$ cat src/core/status_dispatch_map.svh
// constants for the status byte and opcode dispatch block
`ifndef STATUS_DISPATCH_MAP_SVH
`define STATUS_DISPATCH_MAP_SVH
`define PSB_BIT_PRIO      7
`define PSB_BIT_TRACE     4
`define PSB_BIT_N         3
`define PSB_BIT_Z         2
`define PSB_BIT_V         1
`define PSB_BIT_C         0
`define PSB_PRIO_IDX      7
`define PSB_WORK_MASK     8'h9f
`define PSB_RESET         8'h00
`define UADDR_OP220       11'h600
`define UADDR_OP0766      11'h601
`define UADDR_OP0750      11'h603
`define TRAP_VEC_RESERVED 16'h0008
`define OP_USER_LO        16'h7dc0
`define OP_USER_HI        16'h7dff
`define OP_EXT_LO         16'h7a20
`define OP_EXT_HI         16'h7bff
`define OP_0766_BASE      16'h7c00
`define OP_220_BASE       16'h0090
`define OP_DUMP_BASE      16'h0088
`define MIB_WAIT_CYCLES   2
`endif

$ cat src/core/status_dispatch_pkg.sv
// types shared by the status byte and opcode dispatch block
package status_dispatch_pkg;
  // instruction class seen by the status byte logic
  typedef enum logic [7:0] {
    CLS_DATA     = 8'h01,
    CLS_CONTROL  = 8'h02,
    CLS_TRAP     = 8'h04,
    CLS_CCOP     = 8'h08,
    CLS_FROM_PSB = 8'h10,
    CLS_TO_PSB   = 8'h20,
    CLS_DISPATCH = 8'h40,
    CLS_DUMP     = 8'h80
  } op_class_t;
  // microstore fetch sequencer states
  typedef enum logic [2:0] {
    FS_IDLE = 3'b001,
    FS_WAIT = 3'b010,
    FS_DONE = 3'b100
  } fetch_state_t;
endpackage

$ cat src/core/status_dispatch.sv
// status byte upkeep and reserved opcode dispatch for the 16-bit core
`timescale 1ns/1ps
`include "status_dispatch_map.svh"
module status_dispatch
  import status_dispatch_pkg::*;
(
  input  wire logic        mclk_in,         // core clock, 50 MHz
  input  wire logic        rstn_in,         // async reset, active low
  input  wire logic        exec_in,         // one-cycle instruction strobe
  input  wire logic [15:0] opcode_in,       // fetched instruction word
  input  wire logic [1:0]  words_in,        // words the instruction takes
  input  wire logic [3:0]  alu_flags_in,    // N Z V C from the alu
  input  wire logic [7:0]  load_byte_in,    // vector, stack or source byte
  input  wire logic [15:0] pc_load_in,      // new program counter
  input  wire logic        pc_load_en_in,   // override program counter
  input  wire logic [15:0] dump_base_in,    // base register for the dump
  input  wire logic        ustore_en_in,    // user microstore fitted and on
  input  wire logic [23:0] mib_data_in,     // microstore return word
  output logic [7:0]       status_out,      // status byte
  output logic [15:0]      pc_out,          // program counter R7
  output logic [15:0]      sp_out,          // stack pointer R6
  output logic [15:0]      from_psb_out,    // move-from-status result
  output logic [15:0]      dump_reg_out,    // base register after dump
  output logic             trap_out,        // reserved-instruction trap
  output logic [15:0]      trap_vec_out,    // trap vector address
  output logic [2:0]       src_mode_out,    // source address mode
  output logic [2:0]       dst_mode_out,    // destination address mode
  output logic             pc_mode_out,     // operand uses PC modes
  output logic [10:0]      mib_addr_out,    // microaddress on the bus
  output logic             mib_rd_out,      // microstore read strobe
  output logic [23:0]      uword_out,       // fetched microinstruction
  output logic             uvalid_out       // microinstruction valid
);
  // ----------------------------------------------------------------
  // opcode classification
  // ----------------------------------------------------------------
  // shared range check; used by the extended and user decoders below
  function automatic logic in_range(input logic [15:0] v, input logic [15:0] lo,
                                    input logic [15:0] hi);
    in_range = (v >= lo) && (v <= hi);
  endfunction

  wire is_op220   = (opcode_in[15:3] == `OP_220_BASE >> 3);      // 220-227
  wire is_opdump  = (opcode_in[15:3] == `OP_DUMP_BASE >> 3);     // 21R
  wire is_op0750  = in_range(opcode_in, `OP_EXT_LO, `OP_EXT_HI);
  wire is_op0766  = (opcode_in[15:9] == `OP_0766_BASE >> 9);      // 076xxx
  wire is_user    = in_range(opcode_in, `OP_USER_LO, `OP_USER_HI);
  wire is_from    = (opcode_in[15:6] == 10'h237);                 // 1067dd
  wire is_to      = (opcode_in[15:6] == 10'h234);                 // 1064ss
  wire is_ccop    = (opcode_in[15:5] == 11'h005);                 // 000240-000277
  // bus reset (000005) sits inside the trap range but must leave status alone
  wire is_trapop  = (opcode_in[15:9] == 7'h44) || (opcode_in[15:3] == 13'h0000 &&
                    opcode_in[2:0] >= 3'h2 && opcode_in[2:0] <= 3'h6 && opcode_in[2:0] != 3'h5);
  wire is_ctrl    = (opcode_in[15:8] <= 8'h07 && opcode_in[15:8] != 8'h00) ||
                    (opcode_in[15:6] == 10'h001) || (opcode_in[15:9] == 7'h04) ||
                    (opcode_in[15:9] == 7'h3f) || (opcode_in[15:8] >= 8'h80 &&
                    opcode_in[15:8] <= 8'h87) || (opcode_in[15:3] == 13'h0010) ||
                    (opcode_in[15:3] == 13'h0000 && opcode_in[2:0] <= 3'h1) ||
                    (opcode_in[15:3] == 13'h0000 && opcode_in[2:0] == 3'h5);
  wire dispatch   = is_op220 || is_op0750 || is_op0766;

  // microaddress for the reserved groups
  wire [10:0] uaddr = is_op220 ? `UADDR_OP220 :
                      is_op0750 ? `UADDR_OP0750 :
                      `UADDR_OP0766;

  // ----------------------------------------------------------------
  // status byte next value
  // ----------------------------------------------------------------
  logic [7:0] status;                         // working status byte
  wire  [7:0] status_w = status & `PSB_WORK_MASK;
  wire        zero_all = (status_w == 8'h00);
  // condition op: bit 4 selects set, low four bits pick the flags
  wire  [3:0] cc_sel   = opcode_in[3:0];
  wire  [3:0] cc_new   = opcode_in[4] ? (status_w[3:0] | cc_sel)
                                      : (status_w[3:0] & ~cc_sel);
  // move to status: trace may drop but never rise
  wire        trace_to = status_w[`PSB_BIT_TRACE] & load_byte_in[`PSB_BIT_TRACE];
  wire  [7:0] to_byte  = {load_byte_in[7], 2'b00, trace_to, load_byte_in[3:0]};
  // move from status flags, carry kept
  wire  [3:0] from_cc  = {status_w[7], zero_all, 1'b0, status_w[`PSB_BIT_C]};

  logic [7:0] next_status;
  // priority: the reserved dispatch and control classes never touch status
  always_comb
  begin
    next_status = status_w;
    if (exec_in && !dispatch)
    begin
      if (is_trapop)
        next_status = load_byte_in & `PSB_WORK_MASK;
      else if (is_to)
        next_status = to_byte;
      else if (is_from)
        next_status = {status_w[7:4], from_cc};
      else if (is_ccop)
        next_status = {status_w[7:4], cc_new};
      else if (!is_ctrl)
        next_status = {status_w[7:4], alu_flags_in};
    end
  end

  // ----------------------------------------------------------------
  // program counter, stack and dump base
  // ----------------------------------------------------------------
  wire [15:0] next_pc   = pc_load_en_in ? pc_load_in :
                          (pc_out + {13'h0000, words_in, 1'b0});
  // dump writes five temporaries, base is left pointing past them
  wire [15:0] next_dump = dump_base_in + 16'h000a;
  wire [15:0] from_word = {{8{status_w[7]}}, status_w};
  // a dispatch group with no store fitted traps through the reserved vector
  wire        trap_now  = exec_in && dispatch && !ustore_en_in;

  // ----------------------------------------------------------------
  // registers
  // ----------------------------------------------------------------
  // one process for the architectural state so resets agree
  always_ff @(posedge mclk_in or negedge rstn_in)
  begin
    if (!rstn_in)
    begin
      status       <= `PSB_RESET;
      status_out   <= `PSB_RESET;
      pc_out       <= 16'h0000;
      sp_out       <= 16'h0000;
      from_psb_out <= 16'h0000;
      dump_reg_out <= 16'h0000;
      trap_out     <= 1'b0;
      trap_vec_out <= 16'h0000;
      src_mode_out <= 3'h0;
      dst_mode_out <= 3'h0;
      pc_mode_out  <= 1'b0;
    end
    else
    begin
      status     <= next_status;
      status_out <= next_status;
      trap_out   <= trap_now;
      if (trap_now)
        trap_vec_out <= `TRAP_VEC_RESERVED;
      if (exec_in || pc_load_en_in)
        pc_out <= next_pc;
      // trap entry pushes two words on the stack held in R6
      if (trap_now || (exec_in && is_trapop && opcode_in[15:9] == 7'h44))
        sp_out <= sp_out - 16'h0004;
      if (exec_in && is_from)
        from_psb_out <= (opcode_in[5:3] == 3'h0) ? from_word : {8'h00, status_w};
      if (exec_in && is_opdump)
        dump_reg_out <= next_dump;
      if (exec_in)
      begin
        src_mode_out <= opcode_in[11:9];
        dst_mode_out <= opcode_in[5:3];
        pc_mode_out  <= (opcode_in[2:0] == 3'h7);
      end
    end
  end

  // ----------------------------------------------------------------
  // microstore fetch through the read-only bus port
  // ----------------------------------------------------------------
  ustore_fetch_port ustore_fetch_port_inst (
    .mclk_in      (mclk_in),
    .rstn_in      (rstn_in),
    .start_in     (exec_in && dispatch && ustore_en_in),
    .uaddr_in     (uaddr),
    .mib_data_in  (mib_data_in),
    .mib_addr_out (mib_addr_out),
    .mib_rd_out   (mib_rd_out),
    .uword_out    (uword_out),
    .uvalid_out   (uvalid_out)
  );

  // ----------------------------------------------------------------
  // checks
  // ----------------------------------------------------------------
  // reserved bits never leave the flop as ones
  a_reserved_zero: assert property (@(posedge mclk_in) disable iff (!rstn_in)
    status_out[6:5] == 2'b00)
    else $error("reserved status bits set");

  // data ops may not touch priority or trace
  a_data_keeps_hi: assert property (@(posedge mclk_in) disable iff (!rstn_in)
    (exec_in && !dispatch && !is_trapop && !is_to && !is_from && !is_ccop)
    |=> status_out[7:4] == $past(status_w[7:4]))
    else $error("data op changed priority or trace");

  // data ops take their flags straight from the alu
  a_data_flags: assert property (@(posedge mclk_in) disable iff (!rstn_in)
    (exec_in && !dispatch && !is_trapop && !is_to && !is_from && !is_ccop && !is_ctrl)
    |=> status_out[3:0] == $past(alu_flags_in))
    else $error("data op flags not from alu");

  // branches, jumps, halt, wait, reset and loop ops leave status alone
  a_ctrl_no_change: assert property (@(posedge mclk_in) disable iff (!rstn_in)
    (exec_in && is_ctrl && !is_trapop && !is_to && !is_from && !is_ccop && !dispatch)
    |=> status_out == $past(status_w))
    else $error("control op changed status");

  // trap class loads every working bit from the supplied byte
  a_trap_loads: assert property (@(posedge mclk_in) disable iff (!rstn_in)
    (exec_in && is_trapop && !dispatch) |=> status_out == ($past(load_byte_in) & `PSB_WORK_MASK))
    else $error("trap class load wrong");

  // set form: every selected flag ends up high, upper bits kept
  a_cc_set: assert property (@(posedge mclk_in) disable iff (!rstn_in)
    (exec_in && is_ccop && !dispatch && opcode_in[4])
    |=> ((status_out[3:0] & $past(opcode_in[3:0])) == $past(opcode_in[3:0])) &&
        (status_out[7:4] == $past(status_w[7:4])))
    else $error("condition set op wrong");

  // clear form: every selected flag ends up low, upper bits kept
  a_cc_clear: assert property (@(posedge mclk_in) disable iff (!rstn_in)
    (exec_in && is_ccop && !dispatch && !opcode_in[4])
    |=> ((status_out[3:0] & $past(opcode_in[3:0])) == 4'h0) &&
        (status_out[7:4] == $past(status_w[7:4])))
    else $error("condition clear op wrong");

  // register destination gets bit 7 copied through the upper byte
  a_from_word: assert property (@(posedge mclk_in) disable iff (!rstn_in)
    (exec_in && is_from && !dispatch && opcode_in[5:3] == 3'h0)
    |=> from_psb_out == {{8{$past(status_w[7])}}, $past(status_w)})
    else $error("move from status word wrong");

  // negative from bit 7, overflow cleared, carry kept
  a_from_flags: assert property (@(posedge mclk_in) disable iff (!rstn_in)
    (exec_in && is_from && !dispatch) |=> (status_out[3] == $past(status_w[7])) &&
    !status_out[1] && (status_out[0] == $past(status_w[0])))
    else $error("move from status flags wrong");

  // zero only when the whole byte was zero
  a_from_zero: assert property (@(posedge mclk_in) disable iff (!rstn_in)
    (exec_in && is_from && !dispatch) |=> status_out[2] == ($past(status_w) == 8'h00))
    else $error("move from status zero flag wrong");

  // trace can only fall through move to status
  a_trace_no_set: assert property (@(posedge mclk_in) disable iff (!rstn_in)
    (exec_in && is_to && !dispatch && !status_w[4]) |=> !status_out[4])
    else $error("move to status set trace");

  // flags and priority follow the source byte
  a_to_loads: assert property (@(posedge mclk_in) disable iff (!rstn_in)
    (exec_in && is_to && !dispatch) |=> (status_out[3:0] == $past(load_byte_in[3:0])) &&
    (status_out[7] == $past(load_byte_in[7])))
    else $error("move to status load wrong");

  // dump leaves its base register past the five temporaries
  a_dump_base: assert property (@(posedge mclk_in) disable iff (!rstn_in)
    (exec_in && is_opdump) |=> dump_reg_out == $past(dump_base_in) + 16'h000a)
    else $error("dump base not advanced");

  // no store: the first reserved group traps through the fixed vector
  a_trap_absent: assert property (@(posedge mclk_in) disable iff (!rstn_in)
    (exec_in && is_op220 && !ustore_en_in) |=> trap_out && trap_vec_out == 16'h0008)
    else $error("missing reserved trap");

  // no dispatch group changes the status byte
  a_dispatch_keeps: assert property (@(posedge mclk_in) disable iff (!rstn_in)
    (exec_in && dispatch) |=> status_out == $past(status_w))
    else $error("dispatch op changed status");

  // store fitted: the first reserved group goes to 3000
  a_op220_dispatch: assert property (@(posedge mclk_in) disable iff (!rstn_in)
    (exec_in && is_op220 && ustore_en_in) |=> mib_addr_out == `UADDR_OP220 && mib_rd_out)
    else $error("op 220 not sent to 3000");

  // store fitted: the extended group goes to 3003
  a_ext_dispatch: assert property (@(posedge mclk_in) disable iff (!rstn_in)
    (exec_in && is_op0750 && ustore_en_in) |=> mib_addr_out == 11'h603)
    else $error("extended op not sent to 3003");

  // no store: the extended group traps as well
  a_ext_trap: assert property (@(posedge mclk_in) disable iff (!rstn_in)
    (exec_in && is_op0750 && !ustore_en_in) |=> trap_out && trap_vec_out == `TRAP_VEC_RESERVED)
    else $error("missing extended trap");

  // user group goes to 3001 with a read strobe
  a_user_dispatch: assert property (@(posedge mclk_in) disable iff (!rstn_in)
    (exec_in && is_user && ustore_en_in) |=> mib_addr_out == 11'h601 && mib_rd_out)
    else $error("user op not sent to 3001");

  // program counter moves by the instruction length in bytes
  a_pc_advance: assert property (@(posedge mclk_in) disable iff (!rstn_in)
    (exec_in && !pc_load_en_in) |=> pc_out == $past(pc_out) + {13'h0, $past(words_in), 1'b0})
    else $error("pc not advanced");

  // an override wins over the advance
  a_pc_load: assert property (@(posedge mclk_in) disable iff (!rstn_in)
    pc_load_en_in |=> pc_out == $past(pc_load_in))
    else $error("pc override lost");

  // reserved trap pushes two words through the stack pointer
  a_sp_push: assert property (@(posedge mclk_in) disable iff (!rstn_in)
    (exec_in && dispatch && !ustore_en_in) |=> sp_out == $past(sp_out) - 16'h0004)
    else $error("stack pointer not pushed");

  // operand mode fields are captured with each instruction
  a_mode_capture: assert property (@(posedge mclk_in) disable iff (!rstn_in)
    exec_in |=> (src_mode_out == $past(opcode_in[11:9])) &&
    (dst_mode_out == $past(opcode_in[5:3])) && (pc_mode_out == ($past(opcode_in[2:0]) == 3'h7)))
    else $error("operand modes not captured");

endmodule

$ cat src/core/ustore_fetch_port.sv
// read-only microinstruction bus port with registered read data
`timescale 1ns/1ps
`include "status_dispatch_map.svh"
module ustore_fetch_port
  import status_dispatch_pkg::*;
(
  input  wire logic        mclk_in,       // core clock
  input  wire logic        rstn_in,       // async reset, active low
  input  wire logic        start_in,      // one-cycle fetch request
  input  wire logic [10:0] uaddr_in,      // microaddress to fetch
  input  wire logic [23:0] mib_data_in,   // word returned by the store
  output logic [10:0]      mib_addr_out,  // microaddress driven out
  output logic             mib_rd_out,    // read strobe, never a write
  output logic [23:0]      uword_out,     // registered microinstruction
  output logic             uvalid_out     // one-cycle valid pulse
);
  // ----------------------------------------------------------------
  // fetch sequencer
  // ----------------------------------------------------------------
  fetch_state_t state;                    // current state
  fetch_state_t next_state;               // next state
  logic [1:0]   wait_cnt;                 // cycles waited for data
  wire          wait_over = (wait_cnt == 2'(`MIB_WAIT_CYCLES - 1));

  // next state decode; the port only reads, the store is never written
  always_comb
  begin
    case (state)
      FS_IDLE: next_state = start_in ? FS_WAIT : FS_IDLE;
      FS_WAIT: next_state = wait_over ? FS_DONE : FS_WAIT;
      FS_DONE: next_state = FS_IDLE;
      default: next_state = FS_IDLE;
    endcase
  end

  // address and strobe held for the whole access so the cable settles
  always_ff @(posedge mclk_in or negedge rstn_in)
  begin
    if (!rstn_in)
    begin
      state        <= FS_IDLE;
      wait_cnt     <= 2'h0;
      mib_addr_out <= 11'h000;
      mib_rd_out   <= 1'b0;
      uword_out    <= 24'h00_0000;
      uvalid_out   <= 1'b0;
    end
    else
    begin
      state      <= next_state;
      uvalid_out <= 1'b0;
      if (state == FS_IDLE && start_in)
      begin
        mib_addr_out <= uaddr_in;
        mib_rd_out   <= 1'b1;
        wait_cnt     <= 2'h0;
      end
      else if (state == FS_WAIT)
      begin
        wait_cnt <= wait_cnt + 2'h1;
        if (wait_over)
        begin
          uword_out  <= mib_data_in;
          uvalid_out <= 1'b1;
          mib_rd_out <= 1'b0;
        end
      end
    end
  end

  // a fetch returns data a fixed time after it starts
  a_fetch_latency: assert property (@(posedge mclk_in) disable iff (!rstn_in)
    (state == FS_IDLE && start_in) |-> ##3 uvalid_out)
    else $error("fetch did not complete in time");
endmodule

$ cat config.mk
export PLATFORM = sky130hd
export DESIGN_NAME = status_dispatch
export DESIGN_NICKNAME = d
export VERILOG_FILES = /design/src/core/status_dispatch_pkg.sv /design/src/core/status_dispatch.sv /design/src/core/ustore_fetch_port.sv
export VERILOG_INCLUDE_DIRS = /design/src /design/src/core
export SDC_FILE = /design/constraint.sdc
export NUM_CORES = 1
export LEC_CHECK = 0
export BUFFER_PORTS_ARGS = -buffer_cell sky130_fd_sc_hd__buf_2
export CORE_MARGIN = 4
export CORE_UTILIZATION = 53
export CTS_CLUSTER_DIAMETER = 80
export DETAILED_ROUTE_END_ITERATION = 10
export PLACE_DENSITY = 0.9
export SKIP_CTS_REPAIR_TIMING = 1
export SYNTH_ARGS = -nofsm -noshare
export SYNTH_HDL_FRONTEND = slang
export SYNTH_HIERARCHICAL = 1
export SYNTH_SLANG_ARGS = --single-unit
$ cat constraint.sdc
create_clock -name mclk_in -period 4 [get_ports mclk_in]
set_input_delay 0.8 -clock mclk_in [delete_from_list [all_inputs] [get_ports mclk_in]]
set_output_delay 0.8 -clock mclk_in [all_outputs]
set_load 0.005 [all_outputs]
# [After elaboration in Yosys (flattened, before gate mapping)]
# Index checks and enable logic that the tools add are counted.
[word_totals] word_cells=121 out_inout_bits=133 ff_bits=123 inputBits=91
[classes] magnitude_cmp=8 eq_ne=20 n_reduce_logical=43 add_sub_neg=4 mux=22 bitwise=5
[ops] cell="equality test 13 x 5 -> 1 bit (second input constant)" n=3
[ops] cell="two-way mux 16 bit" n=2
[ops] cell="equality test 10 bit (second input constant)" n=2
[ops] cell="logical AND 1 bit" n=17
[ops] cell="adder 16 x 3 -> 16 bit" n=1
[ops] cell="adder 16 x 4 -> 16 bit (second input constant)" n=1
[ops] cell=">= comparator 16 x 15 -> 1 bit (second input constant)" n=1
[ops] cell="<= comparator 16 x 15 -> 1 bit (second input constant)" n=1
[ops] cell="two-way mux 4 bit" n=4
[ops] cell="two-way mux 8 bit" n=2
[ops] cell="subtractor 16 x 3 -> 16 bit (second input constant)" n=1
[ops] cell="equality test 7 x 6 -> 1 bit (second input constant)" n=2
[ops] cell="logical NOT 13 bit" n=1
[ops] cell="logical OR 1 bit" n=12
[ops] cell="equality test 11 x 3 -> 1 bit (second input constant)" n=1
[ops] cell="equality test 10 x 1 -> 1 bit (second input constant)" n=1
[ops] cell="two-way mux 2 bit" n=5
[ops] cell=">= comparator 8 bit (second input constant)" n=1
[ops] cell="<= comparator 8 x 3 -> 1 bit (second input constant)" n=1
[ops] cell="<= comparator 8 bit (second input constant)" n=1
[ops] cell="logical NOT 8 bit" n=1
[ops] cell="nonzero test 8 bit" n=1
[ops] cell="equality test 7 x 3 -> 1 bit (second input constant)" n=1
[ops] cell="equality test 7 bit (second input constant)" n=1
[ops] cell="26 further kinds" n=38

# [Logic depth before layout (Yosys ltp)]
# Gate-level depths: netlist (run 1).
[logic_depth] ltp_word=15 depth_mapped=10 mapped_depth_nobuf=7

# [Hierarchy]
# The synthesis (run 1) kept the hierarchy.
[modules_own_cells] module="status_dispatch" n_inst=1 cells_per_inst=395 seq_area_each_um2=1701.6 area_each_um2=3838.7
[modules_own_cells] module="ustore_fetch_port" n_inst=1 cells_per_inst=106 seq_area_each_um2=1052.3 area_each_um2=1831.8

# [Worst setup path after synthesis (run 1)]
# No wires, ideal clock.
[synth_timing] path_type="input to register" startpoint="in opcode_in[12]" endpoint="reg ustore_fetch_port_inst.mib_addr_out[4]" n_path_buf=2 t_arrival_ns=2.730 path_slack_ns=1.145 path_stages=9 required_time_ns=3.875 setup_time_ns=0.125 cell_sequence="nor3_1 > nand4_1 > a21boi_1 > nand2b_1 > nor2_1 > nor4bb_1 > buf_4 > buf_12 > mux2_4"
[synth_via] elab_chain_cells=7 word_cells_on_any_way=10 classes_between="2 x order compare; 2 x eq/ne; 6 x reduce/logical"
[synth_rtl] element="start: declaration" line="status_dispatch.sv:10" text="input wire logic [15:0] opcode_in,"
[synth_rtl] element=">= comparator 16 x 15 -> 1 bit or <= comparator 16 x 15 -> 1 bit (tied branches)" line="status_dispatch.sv:40" text="in_range = (v >= lo) && (v <= hi);"
[synth_rtl] element="logical AND 1 bit" line="status_dispatch.sv:40"
[synth_rtl] element="logical OR 1 bit" line="status_dispatch.sv:60" text="wire dispatch = is_op220 || is_op0750 || is_op0766;"
[synth_rtl] element="logical OR 1 bit *" line="status_dispatch.sv:60"
[synth_rtl] element="logical AND 1 bit * (2 in a row)" line="status_dispatch.sv:165" text=".start_in (exec_in && dispatch && ustore_en_in),"
[synth_rtl] element="logical AND 1 bit *" line="ustore_fetch_port.sv:52" text="if (state == FS_IDLE && start_in)"
[synth_rtl] element="end signal: assignment" line="ustore_fetch_port.sv:54" text="mib_addr_out <= uaddr_in;"
[synth_rtl] element="end: declaration" line="ustore_fetch_port.sv:12" text="output logic [10:0] mib_addr_out,"
# Mark *: on every way between the ends. The rest lies on a longest branch, timed or not.
# A chain may end at the register's enable or synchronous reset.

# [Worst setup path in the final report (run 1)]
[layout_timing] startpoint="in opcode_in[6]" endpoint="reg ustore_fetch_port_inst.mib_addr_out[2]"
[layout_via] elab_chain_cells=7 word_cells_on_any_way=9 classes_between="2 x order compare; 1 x eq/ne; 6 x reduce/logical"
[layout_rtl] element=">= comparator 16 x 15 -> 1 bit or <= comparator 16 x 15 -> 1 bit (tied branches)" line="status_dispatch.sv:40"
[layout_rtl] element="logical AND 1 bit" line="status_dispatch.sv:40"
[layout_rtl] element="logical OR 1 bit * (2 in a row)" line="status_dispatch.sv:60"
[layout_rtl] element="logical AND 1 bit * (2 in a row)" line="status_dispatch.sv:165"
[layout_rtl] element="logical AND 1 bit *" line="ustore_fetch_port.sv:52"
# Marks and branches as above.

==> flow_summary_export.csv, run 1 <==
group,metric,value,unit
min_path,hold_class,"flip-flop to flip-flop",
timing,fin_crit,3.034,ns
setup_path,crit_chain,"buf_2, nor3b_1, nand4_1, a21boi_1, nand2b_1, nor2_1, nor4bb_4, mux2_2",
setup_path,r2r-start,"sp_out[5]$_DFFE_PN0P_",
layout,fin_area,0.006837,mm²
die,fp.dieW,111.4,µm
clocking,clock_sinks,110,
route,vias,4400,
grt,grt_max_degree,91,
pwr,power_density,328.8,mW/mm²
setup_path,start_kind,"input port",
logic_synthesis,synth-seq-cells,110,
layout,fin_nets,796,
setup_path,worstPathMaxFanout,10,
timing,clock_skew,0.005685,ns
min_path,hp-start,"sp_out[15]$_DFFE_PN0P_",
layout,fin_cells,840,
timing,layout_setup_ws,0.9658,ns
logic_synthesis,synth.distinct_cells,65,
timing,fmax,329.6,MHz
timing,relSlewSlack,0.2381,
route,remaining_drc_errors,0,
route,routed_via_density,5.238,
layout,drive_gt1_frac,0.4190,
route,drtIter0Drc,251,
grt,antenna_found_initial,0,
grt,grt_usage,0.2200,
setup_path,cp.arrival,3.29,ns
clocking,htreeDepth,3,
die,fp.dieH,111.4,µm
route,met3_length,920,µm
placed_design,dp_cells,824,
placed_design,dpl-instance-area,0.006644,mm²
logic_synthesis,syn-instance-count,501,
timing,slew_violations,0,
placed_design,io_buffers,200,
clocking,cts_tree,"done",
timing,fin_crit_sh,0.7586,
route,top_layer,"met4",
logic_synthesis,async_flop_share,1.000,
die,core.rowCount,37,
timing,hold_viol,0,
route,postRouteAntennaNets,0,
setup_path,worstSetupPathType,"input port to flip-flop",
setup_path,cp_slowest_stage_delay,0.75,ns
timing,final.setup.tns,0,ns
grt,first_global_vias,4639,
placed_design,pre_cts_ws,0.5706,ns
layout,syn_to_final_growth,20.56,%
setup_path,ff2ff_path_depth,6,
logic_synthesis,synth_area,0.005670,mm²
pwr,ir_worst_vdd,0.2365,mV
grt,grt_pass1_wl,22510,µm
logic_synthesis,ys_warn_count,6,
logic_synthesis,synth_edf_count,0,
clocking,root_buffer,"clkbuf_8",
setup_path,endpoint,"ustore_fetch_port_inst/mib_addr_out[2]$_DFFE_PN0P_",
layout,seqCellArea,0.002754,mm²
timing,worst_pin_slew,1.143,ns
setup_path,cpMaxStageDelayCell,"nor4bb_4",
die,dieArea,0.01242,mm²
setup_path,ff2ff_setup_slack,1.61,ns
clocking,clk_pin_slew_worst_paths,0.09,ns
timing,rsz0062_at_grt,"false",
route,totalWireLength,13500,µm
logic_synthesis,seq_area_frac_synth,0.4857,
route,dr.pass1.iters,4,
timing,setup_viol,0,
status,status,"finished, final reports clean",
layout,diodes,0,
logic_synthesis,syn_area_per_cell,11.32,µm²
clocking,insertion_delay,0.37,ns
clocking,cts_buffers,9,
placed_design,dp_hpwl,10360,µm
route,met1_length,5176,µm
run,cap_violations,0,
setup_path,critPathRequiredTime,4.26,ns
grt,grt_overflow,0,
placed_design,gp_congestion,0.9115,
setup_path,r2r_end,"sp_out[14]$_DFFE_PN0P_",
route,wl_met2,7020,µm
setup_path,critPathLaunch,"opcode_in[6]",
setup_path,critPathCaptureType,"flip-flop",
die,core,0.01037,mm²
layout,multiInputGateArea,0.002626,mm²
clocking,cts.path.max_buffers,2,
die,floorplan.initialDensity,0.5468,
pwr,finalPower,2.248,mW
die,ios,224,
route,wl_per_cell,16.08,µm
layout,fill_cells,830,
logic_synthesis,synth_flop_cell,"dfrtp_1",
pwr,p_leak,3.476,nW
[through the flow]
| step | util | hold WS, ns |
|---|---|---|
| floorplan | - | 0.4647 |
| finish | 0.6593 | 0.4633 |
| global placement | 0.6407 | 0.4537 |
| global route | 0.6593 | 0.4911 |
| detailed placement | 0.6407 | 0.4585 |
| CTS | 0.6593 | 0.4717 |
[metal layers]
| layer | vias up | track usage |
|---|---|---|
| li1 | 2094 | - |
| met2 | 158 | 0.3896 |
| met5 | - | 0 |
| met4 | 0 | 0.09165 |
| met3 | 29 | 0.05543 |
| met1 | 2119 | 0.2536 |
[sequential cells by signal, indices dropped and copies added, names as in the netlist, named ones only]
| signal | count |
|---|---|
| dst_mode_out | 3 |
| dump_reg_out | 16 |
| from_psb_out | 7 |
| pc_mode_out | 1 |
| pc_out | 16 |
| sp_out | 14 |
| src_mode_out | 3 |
| status | 4 |
| trap_out | 1 |
| trap_vec_out | 1 |
| ustore_fetch_port_inst/mib_addr_out | 11 |
| ustore_fetch_port_inst/mib_rd_out | 1 |
| ustore_fetch_port_inst/state | 3 |
| ustore_fetch_port_inst/uvalid_out | 1 |
| ustore_fetch_port_inst/uword_out | 24 |
| ustore_fetch_port_inst/wait_cnt | 2 |
[cell usage in the layout (no fill, tap or decap), drive strengths merged, types with 12 or more instances in the layout]
cell type / netlist / routed
buf: 37 / 207
clkbuf: 11 / 12
conb: 2 / 30
dfrtp: 109 / 109
mux2: 52 / 52
nand2: 48 / 48
nand4: 12 / 12
nor2: 27 / 27
o21ai: 40 / 40
xor2: 30 / 30
[cell type report]
type	count	share of cell area
tap	136	0.02489
inverter	10	0.005490
multi-input combinational	361	0.3842
clock buffer	12	0.02123
sequential	110	0.4028
timing repair buffer	207	0.1545
clock inverter	4	0.006955
[how the worst min path moves through the flow]
stage / to / slack, ns / cells past startpoint
floorplan: sp_out[15]$_DFFE_PN0P_ / 0.46 / 1
global placement: sp_out[15]$_DFFE_PN0P_ / 0.45 / 1
detailed placement: sp_out[15]$_DFFE_PN0P_ / 0.46 / 1
CTS: sp_out[15]$_DFFE_PN0P_ / 0.47 / 1
global route: sp_out[15]$_DFFE_PN0P_ / 0.49 / 1
finish: sp_out[15]$_DFFE_PN0P_ / 0.46 / 1
[critical path: cells and delay by family]
kind	cells	cell delay [ns]
mux	1	0.41
compound gates	1	0.24
simple gates	5	1.69
buf+inv	1	0.14
[where the power goes]
part | internal, mW | switching (mW)
Clock | 0.306 | 0.363
Sequential | 1.17 | 0.0551
Combinational | 0.167 | 0.183
[synth_stat cells, types with 6 or more instances]
library cell,number,area share
nand2_1,48,0.032
nor2_1,27,0.018
nand3_1,10,0.0088
dfrtp_1,109,0.48
mux2_2,26,0.052
nor3_1,6,0.0053
a21oi_1,6,0.0053
o21ai_0,40,0.035
xnor2_1,9,0.014
buf_4,29,0.038
nor4_1,6,0.0066
nand4_1,12,0.013
inv_1,10,0.0066
xor2_1,30,0.046
clkbuf_1,10,0.0066
mux2_4,26,0.069
nor2b_1,6,0.0066
[logic make-up (layout without fill, tap and decap cells)]
group	count (synthesis)	count (layout)	share of synthesized area
simple gates	159	159	0.1589
flops	110	110	0.4857
compound gates	71	71	0.07944
buf+inv	58	233	0.07237
mux	56	56	0.1275
xor+xnor	39	39	0.06024
fa+ha+maj	6	6	0.01456
other cells	2	30	0.001324
No activity file was read; power rests on OpenSTA's default activity.
==> run 2, diff against run 1 <==
--- a/config.mk
+++ b/config.mk
@@ -8,10 +8,10 @@
 export LEC_CHECK = 0
 export BUFFER_PORTS_ARGS = -buffer_cell sky130_fd_sc_hd__buf_2
 export CORE_MARGIN = 4
-export CORE_UTILIZATION = 53
+export CORE_UTILIZATION = 49
 export CTS_CLUSTER_DIAMETER = 80
 export DETAILED_ROUTE_END_ITERATION = 10
-export PLACE_DENSITY = 0.9
+export PLACE_DENSITY = 0.84
 export SKIP_CTS_REPAIR_TIMING = 1
 export SYNTH_ARGS = -nofsm -noshare
 export SYNTH_HDL_FRONTEND = slang
==> constraint.sdc (replaced) <==
create_clock -name mclk_in -period 3.2 [get_ports mclk_in]
set_input_delay 0.64 -clock mclk_in [delete_from_list [all_inputs] [get_ports mclk_in]]
set_output_delay 0.64 -clock mclk_in [all_outputs]
set_load 0.005 [all_outputs]
==> flow_summary_export.csv, run 2 (synthesized netlist as in run 1, its figures left out) <==
group,metric,value,unit
timing,layout_setup_ws,0.5992,ns
layout,largest_reg_flops,24,
die,fp.dieH,115.6,µm
grt,antenna_found_initial,1,
die,core,0.01137,mm²
clocking,clk_pin_slew_worst_paths,0.07,ns
placed_design,io_buffers,200,
layout,layout_commonest_cell,"buf_2",
min_path,hold_class,"input port to asynchronous set/reset pin",
layout,fill_cells,906,
setup_path,worstSetupPathType,"input port to flip-flop",
timing,relSlewSlack,0.5594,
clocking,cts_tree,"done",
setup_path,critPathRequiredTime,3.44,ns
pwr,finalPower,3.252,mW
die,dieArea,0.01336,mm²
grt,grt_overflow,0,
timing,final.setup.tns,0,ns
pwr,switchingPower,0.7901,mW
setup_path,cp_slowest_stage_delay,0.37,ns
die,floorplan.initialDensity,0.4987,
clocking,insertion_delay,0.35,ns
layout,largest_register,"ustore_fetch_port_inst/uword_out",
clocking,root_buffer,"clkbuf_16",
grt,grt_pass1_wl,21130,µm
setup_path,start_kind,"input port",
run,cap_violations,0,
clocking,clock_sinks,110,
grt,first_global_vias,4438,
die,ios,224,
timing,whs,0.3094,ns
route,routed_via_density,5.206,
timing,clock_skew,0.008438,ns
layout,top_regs,"ustore_fetch_port_inst/uword_out (24), dump_reg_out (16), pc_out (16)",
layout,multiInputGateArea,0.002626,mm²
layout,final_cell_mix,"199 x buf_2, 109 x dfrtp_1, 48 x nand2_1",
timing,setup_viol,0,
setup_path,crit_chain,"buf_2, nor4_1, nand4_1, a21boi_1, nand2b_1, nor2_1, nor4bb_4, buf_4, mux2_2",
setup_path,worstPathMaxFanout,9,
die,core.rowCount,39,
grt,grt_max_degree,61,
clocking,cts_buffers,9,
pwr,ir_worst_vdd,0.4655,mV
layout,fin_util,0.6192,
route,remaining_drc_errors,0,
placed_design,dpl-instance-area,0.006703,mm²
timing,fmax,384.5,MHz
timing,slew_violations,0,
timing,hold_viol,0,
layout,syn_to_final_growth,24.16,%
setup_path,cp.arrival,2.84,ns
pwr,power_density,461.9,mW/mm²
layout,diodes,0,
pwr,sw_frac_of_total,0.2429,
pwr,seqPwrFrac,0.473,
status,status,"finished, final reports clean",
setup_path,cpMaxStageDelayCell,"nor4_1",
die,fp.dieW,115.6,µm
clocking,htreeDepth,3,
route,vias,4430,
setup_path,critPathCaptureType,"flip-flop",
placed_design,pre_cts_ws,0.2218,ns
layout,fin_area,0.007041,mm²
layout,fin_cells,851,
route,dr.pass1.iters,4,
route,wl_per_cell,15.63,µm
pwr,p_leak,3.575,nW
placed_design,gp_congestion,0.9216,
layout,seqCellArea,0.002754,mm²
timing,worst_pin_slew,0.6609,ns
route,totalWireLength,13300,µm
pwr,cell_internal_pwr,2.462,mW
layout,fin_nets,801,
layout,drive_gt1_frac,0.4237,
timing,fin_crit,2.601,ns
timing,rsz0062_at_grt,"false",
pwr,combPwrFrac,0.135,
clocking,cts.path.max_buffers,2,
grt,grt_usage,0.2007,
timing,fin_crit_sh,0.8127,
route,postRouteAntennaNets,0,
placed_design,dp_cells,836,
pwr,clkPwrFrac,0.393,
placed_design,dp_hpwl,10160,µm
route,drtIter0Drc,234,
[run 2: worst max-delay path: cells and delay by family]
family / cells / cell delay (ns)
compound gates: 1 / 0.23
buf+inv: 2 / 0.38
mux: 1 / 0.35
simple gates: 5 / 1.24
[run 2: final cells by class]
cell class                      instances  area share
Sequential cell                       110      0.3911
Clock inverter                          4     0.01351
Inverter                               10    0.005331
Multi-Input combinational cell        361      0.3730
Timing Repair Buffer                  212      0.1571
Tap cell                              143     0.02541
Clock buffer                           11     0.03448
[run 2: power groups by stage]
| stage | Clock, mW | Combinational (mW) | Sequential (mW) |
|---|---|---|---|
| after CTS | 1.31 | 0.444 | 1.54 |
| final | 1.28 | 0.438 | 1.54 |
| after global routing | 1.37 | 0.493 | 1.55 |
| after detailed placement | 0 | 0.442 | 1.56 |
| after floorplan | 0 | 0.220 | 1.56 |
| after global placement | 0 | 0.429 | 1.56 |
[run 2: path summary, 6_finish.rpt]
kind / startpoint / depth (start not counted) / slack [ns] / endpoint
min in group mclk_in: trap_vec_out[3]$_DFFE_PN0P_ / 1 / 0.48 / trap_vec_out[3]$_DFFE_PN0P_
worst max register to register: sp_out[5]$_DFFE_PN0P_ / 6 / 0.83 / sp_out[14]$_DFFE_PN0P_
worst min-delay path: rstn_in / 1 / 0.31 / pc_out[13]$_DFFE_PN0N_
worst max-delay path: opcode_in[15] / 9 / 0.60 / ustore_fetch_port_inst/mib_addr_out[3]$_DFFE_PN0P_
worst min register to register: trap_vec_out[3]$_DFFE_PN0P_ / 1 / 0.48 / trap_vec_out[3]$_DFFE_PN0P_
max in group asynchronous: rstn_in / 2 / 2.10 / ustore_fetch_port_inst/state[0]$_DFF_PN1_
[run 2: metal layers]
metal	up-vias	wire length, µm	share of wire	global-route usage
met1	2149	5110	0.38	0.2418
met5	-	13	0.00098	0
met3	24	1170	0.088	0.07572
met4	2	282	0.021	0.06808
met2	165	6726	0.51	0.3326
li1	2090	-	-	-
==> run 3, diff against run 2 <==
--- a/config.mk
+++ b/config.mk
@@ -6,12 +6,13 @@
 export SDC_FILE = /design/constraint.sdc
 export NUM_CORES = 1
 export LEC_CHECK = 0
+export ABC_AREA = 1
 export BUFFER_PORTS_ARGS = -buffer_cell sky130_fd_sc_hd__buf_2
 export CORE_MARGIN = 4
-export CORE_UTILIZATION = 49
+export CORE_UTILIZATION = 50
 export CTS_CLUSTER_DIAMETER = 80
 export DETAILED_ROUTE_END_ITERATION = 10
-export PLACE_DENSITY = 0.84
+export PLACE_DENSITY = 0.85
 export SKIP_CTS_REPAIR_TIMING = 1
 export SYNTH_ARGS = -nofsm -noshare
 export SYNTH_HDL_FRONTEND = slang
==> constraint.sdc (replaced) <==
create_clock -name mclk_in -period 2.7 [get_ports mclk_in]
set_input_delay 0.54 -clock mclk_in [delete_from_list [all_inputs] [get_ports mclk_in]]
set_output_delay 0.54 -clock mclk_in [all_outputs]
set_load 0.005 [all_outputs]
==> flow_summary_export.csv, run 3 <==
group,metric,value,unit
status,status,"finished, final reports clean",
route,met1_length,6623,µm
timing,rsz0062_at_grt,"false",
placed_design,io_buffers,200,
logic_synthesis,synth.distinct_cells,40,
setup_path,worstPathMaxFanout,4,
clocking,cts.path.max_buffers,2,
route,dr.pass1.iters,5,
setup_path,cpMaxStageDelayCell,"fa_1",
layout,fill_cells,1072,
timing,fin_crit_sh,0.8100,
logic_synthesis,synth_flop_cell,"dfrtp_1",
logic_synthesis,muxShareOfSynthArea,0,
placed_design,gp_congestion,0.9175,
pwr,clkPwrFrac,0.342,
logic_synthesis,syn_area_per_cell,7.718,µm²
timing,hold_viol,0,
route,wl_met2,7304,µm
pwr,sw_frac_of_total,0.2882,
route,totalWireLength,15140,µm
setup_path,worstSetupPathType,"flip-flop to flip-flop",
die,core.rowCount,40,
pwr,p_leak,4.089,nW
grt,first_global_vias,5287,
logic_synthesis,synth_compound_area_frac,0.06477,
route,wl_per_cell,13.33,µm
clocking,cts_tree,"done",
timing,clock_skew,0.007386,ns
logic_synthesis,synth_area,0.006105,mm²
logic_synthesis,syn-instance-count,791,
setup_path,cp_slowest_stage_delay,0.40,ns
layout,top_regs,"ustore_fetch_port_inst/uword_out (24), dump_reg_out (16), pc_out (16)",
die,fp.dieW,118.5,µm
route,routed_via_density,5.029,
layout,seqCellArea,0.002754,mm²
timing,fmax,457.3,MHz
setup_path,critPathCaptureType,"flip-flop",
layout,fin_area,0.007367,mm²
route,postRouteAntennaNets,0,
layout,largest_reg_flops,24,
timing,setup_viol,0,
clocking,cts_buffers,9,
logic_synthesis,yosysMostFrequentCell,"nand2_1",
logic_synthesis,synth-seq-cells,110,
timing,slew_violations,0,
clocking,clock_sinks,110,
die,fp.dieH,118.5,µm
grt,grt_usage,0.2147,
grt,antenna_found_initial,0,
logic_synthesis,seq_area_frac_synth,0.4511,
min_path,hold_class,"input port to asynchronous set/reset pin",
die,core,0.01196,mm²
setup_path,start_kind,"flip-flop",
clocking,root_buffer,"clkbuf_16",
layout,fin_nets,1082,
logic_synthesis,synth_adder_area_share,0.01353,
grt,grt_max_degree,49,
timing,whs,0.1245,ns
timing,fin_crit,2.187,ns
grt,grt_overflow,0,
pwr,seqPwrFrac,0.496,
clocking,insertion_delay,0.35,ns
die,dieArea,0.01404,mm²
logic_synthesis,yosysTopAreaCell,"dfrtp_1",
pwr,power_density,497.5,mW/mm²
clocking,htreeDepth,3,
route,drtIter0Drc,476,
logic_synthesis,synth_top_cell_area_share,0.4468,
grt,grt_pass1_wl,25080,µm
layout,largest_register,"ustore_fetch_port_inst/uword_out",
layout,final_cell_mix,"248 x nand2_1, 199 x buf_2, 109 x dfrtp_1",
die,floorplan.initialDensity,0.5104,
layout,drive_gt1_frac,0.2508,
clocking,clk_pin_slew_worst_paths,0.08,ns
logic_synthesis,synth_top_family_by_area,"simple AND/OR/NAND/NOR gates",
logic_synthesis,yosys.area_share.simple,0.3226,
pwr,ir_worst_vdd,0.2966,mV
placed_design,dp_hpwl,11470,µm
layout,diodes,0,
pwr,cell_internal_pwr,2.609,mW
layout,syn_to_final_growth,20.68,%
setup_path,cp.arrival,2.42,ns
setup_path,critPathRequiredTime,2.93,ns
placed_design,dpl-instance-area,0.007094,mm²
route,remaining_drc_errors,0,
route,met3_length,877,µm
logic_synthesis,synth_edf_count,0,
die,ios,224,
pwr,combPwrFrac,0.161,
setup_path,crit_chain,"ha_1, inv_1, fa_1, nor2_1, nand2_1, nor2_1, nand4_1, nor2_1, nand2_1, nand3_1, nand2_1",
pwr,switchingPower,1.056,mW
layout,multiInputGateArea,0.002814,mm²
route,vias,5713,
run,cap_violations,0,
layout,layout_commonest_cell,"nand2_1",
logic_synthesis,ys_warn_count,6,
route,top_layer,"met4",
logic_synthesis,synthTopCellsByCount,"248 x nand2_1, 109 x dfrtp_1, 83 x nor2_1",
timing,final.setup.tns,0,ns
logic_synthesis,synth_xor_area_frac,0.04161,
logic_synthesis,async_flop_share,1.000,
logic_synthesis,ys_top_cells_by_area,"dfrtp_1 45%, nand2_1 15%, nor2_1 5.1%",
-- run 3: changes by cell type in the layout (fill, tap and decap cells not counted), moves of 27 or more --
cell and delta:
nand2_1 +200, nand3_1 +42, nor2_1 +56, nand4_1 +27, inv_1 +55
-- run 3: logic make-up after synthesis --
logic type	count (synthesis)
adder cells (fa/ha/maj)	6
AND/OR/NAND/NOR	449
AO/OA/AOI/OAI	69
XOR/XNOR	29
other	2
buffers and inverters	126
flip-flops	110
-- run 3: power by group through the flow --
stage | logic [mW] | clock network (mW) | registers [mW]
CTS | 0.594 | 1.29 | 1.82
finish | 0.591 | 1.26 | 1.82
global placement | 0.573 | 0 | 1.85
floorplan | 0.324 | 0 | 1.85
detailed placement | 0.592 | 0 | 1.85
global route | 0.673 | 1.37 | 1.84
-- run 3: area by class of cell --
cell class / count / share of cell area
clock inverters: 5 / 0.005944
flip-flops and latches: 110 / 0.3738
well taps: 147 / 0.02497
repair buffers: 206 / 0.1440
inverters: 75 / 0.03821
clock buffers: 10 / 0.03108
multi-input cells: 583 / 0.3820
-- run 3: path summary, 6_finish.rpt --
path | end | start | depth (start not counted) | slack (ns)
max reg2reg | pc_out[13]$_DFFE_PN0N_ | pc_out[1]$_DFFE_PN0N_ | 11 | 0.51
min in group mclk_in | dump_reg_out[0]$_DFFE_PN0P_ | dump_base_in[0] | 3 | 0.40
min | ustore_fetch_port_inst/uword_out[0]$_DFFE_PN0P_ | rstn_in | 1 | 0.12
max | pc_out[13]$_DFFE_PN0N_ | pc_out[1]$_DFFE_PN0N_ | 11 | 0.51
min reg2reg | trap_vec_out[3]$_DFFE_PN0P_ | trap_vec_out[3]$_DFFE_PN0P_ | 1 | 0.46
max in group asynchronous | status[4]$_DFFE_PN0P_ | rstn_in | 2 | 1.82
-- run 3: per-stage QoR --
stage	util	setup WS (ns)	total power, mW	instances
floorplan	-	0.6470	2.170	819
global placement	0.5931	0.3517	2.419	1121
detailed placement	0.5931	0.3112	2.440	1121
CTS	0.6159	0.5254	3.707	1136
global route	0.6159	0.3025	3.874	1136
finish	0.6159	0.5131	3.665	1136
-- run 3: layer usage --
layer	GRT usage	up-vias
li1	-	2872
met1	0.2859	2615
met2	0.3548	194
met3	0.03493	32
met4	0.07820	0
met5	0	-
-- run 3: critical path, delay by kind of cell (launching register included) --
kind,cells,cell delay [ns]
and+or+nand+nor,8,1.06
adders and majority gates,2,0.59
DFF,1,0.38
buffers and inverters,1,0.06
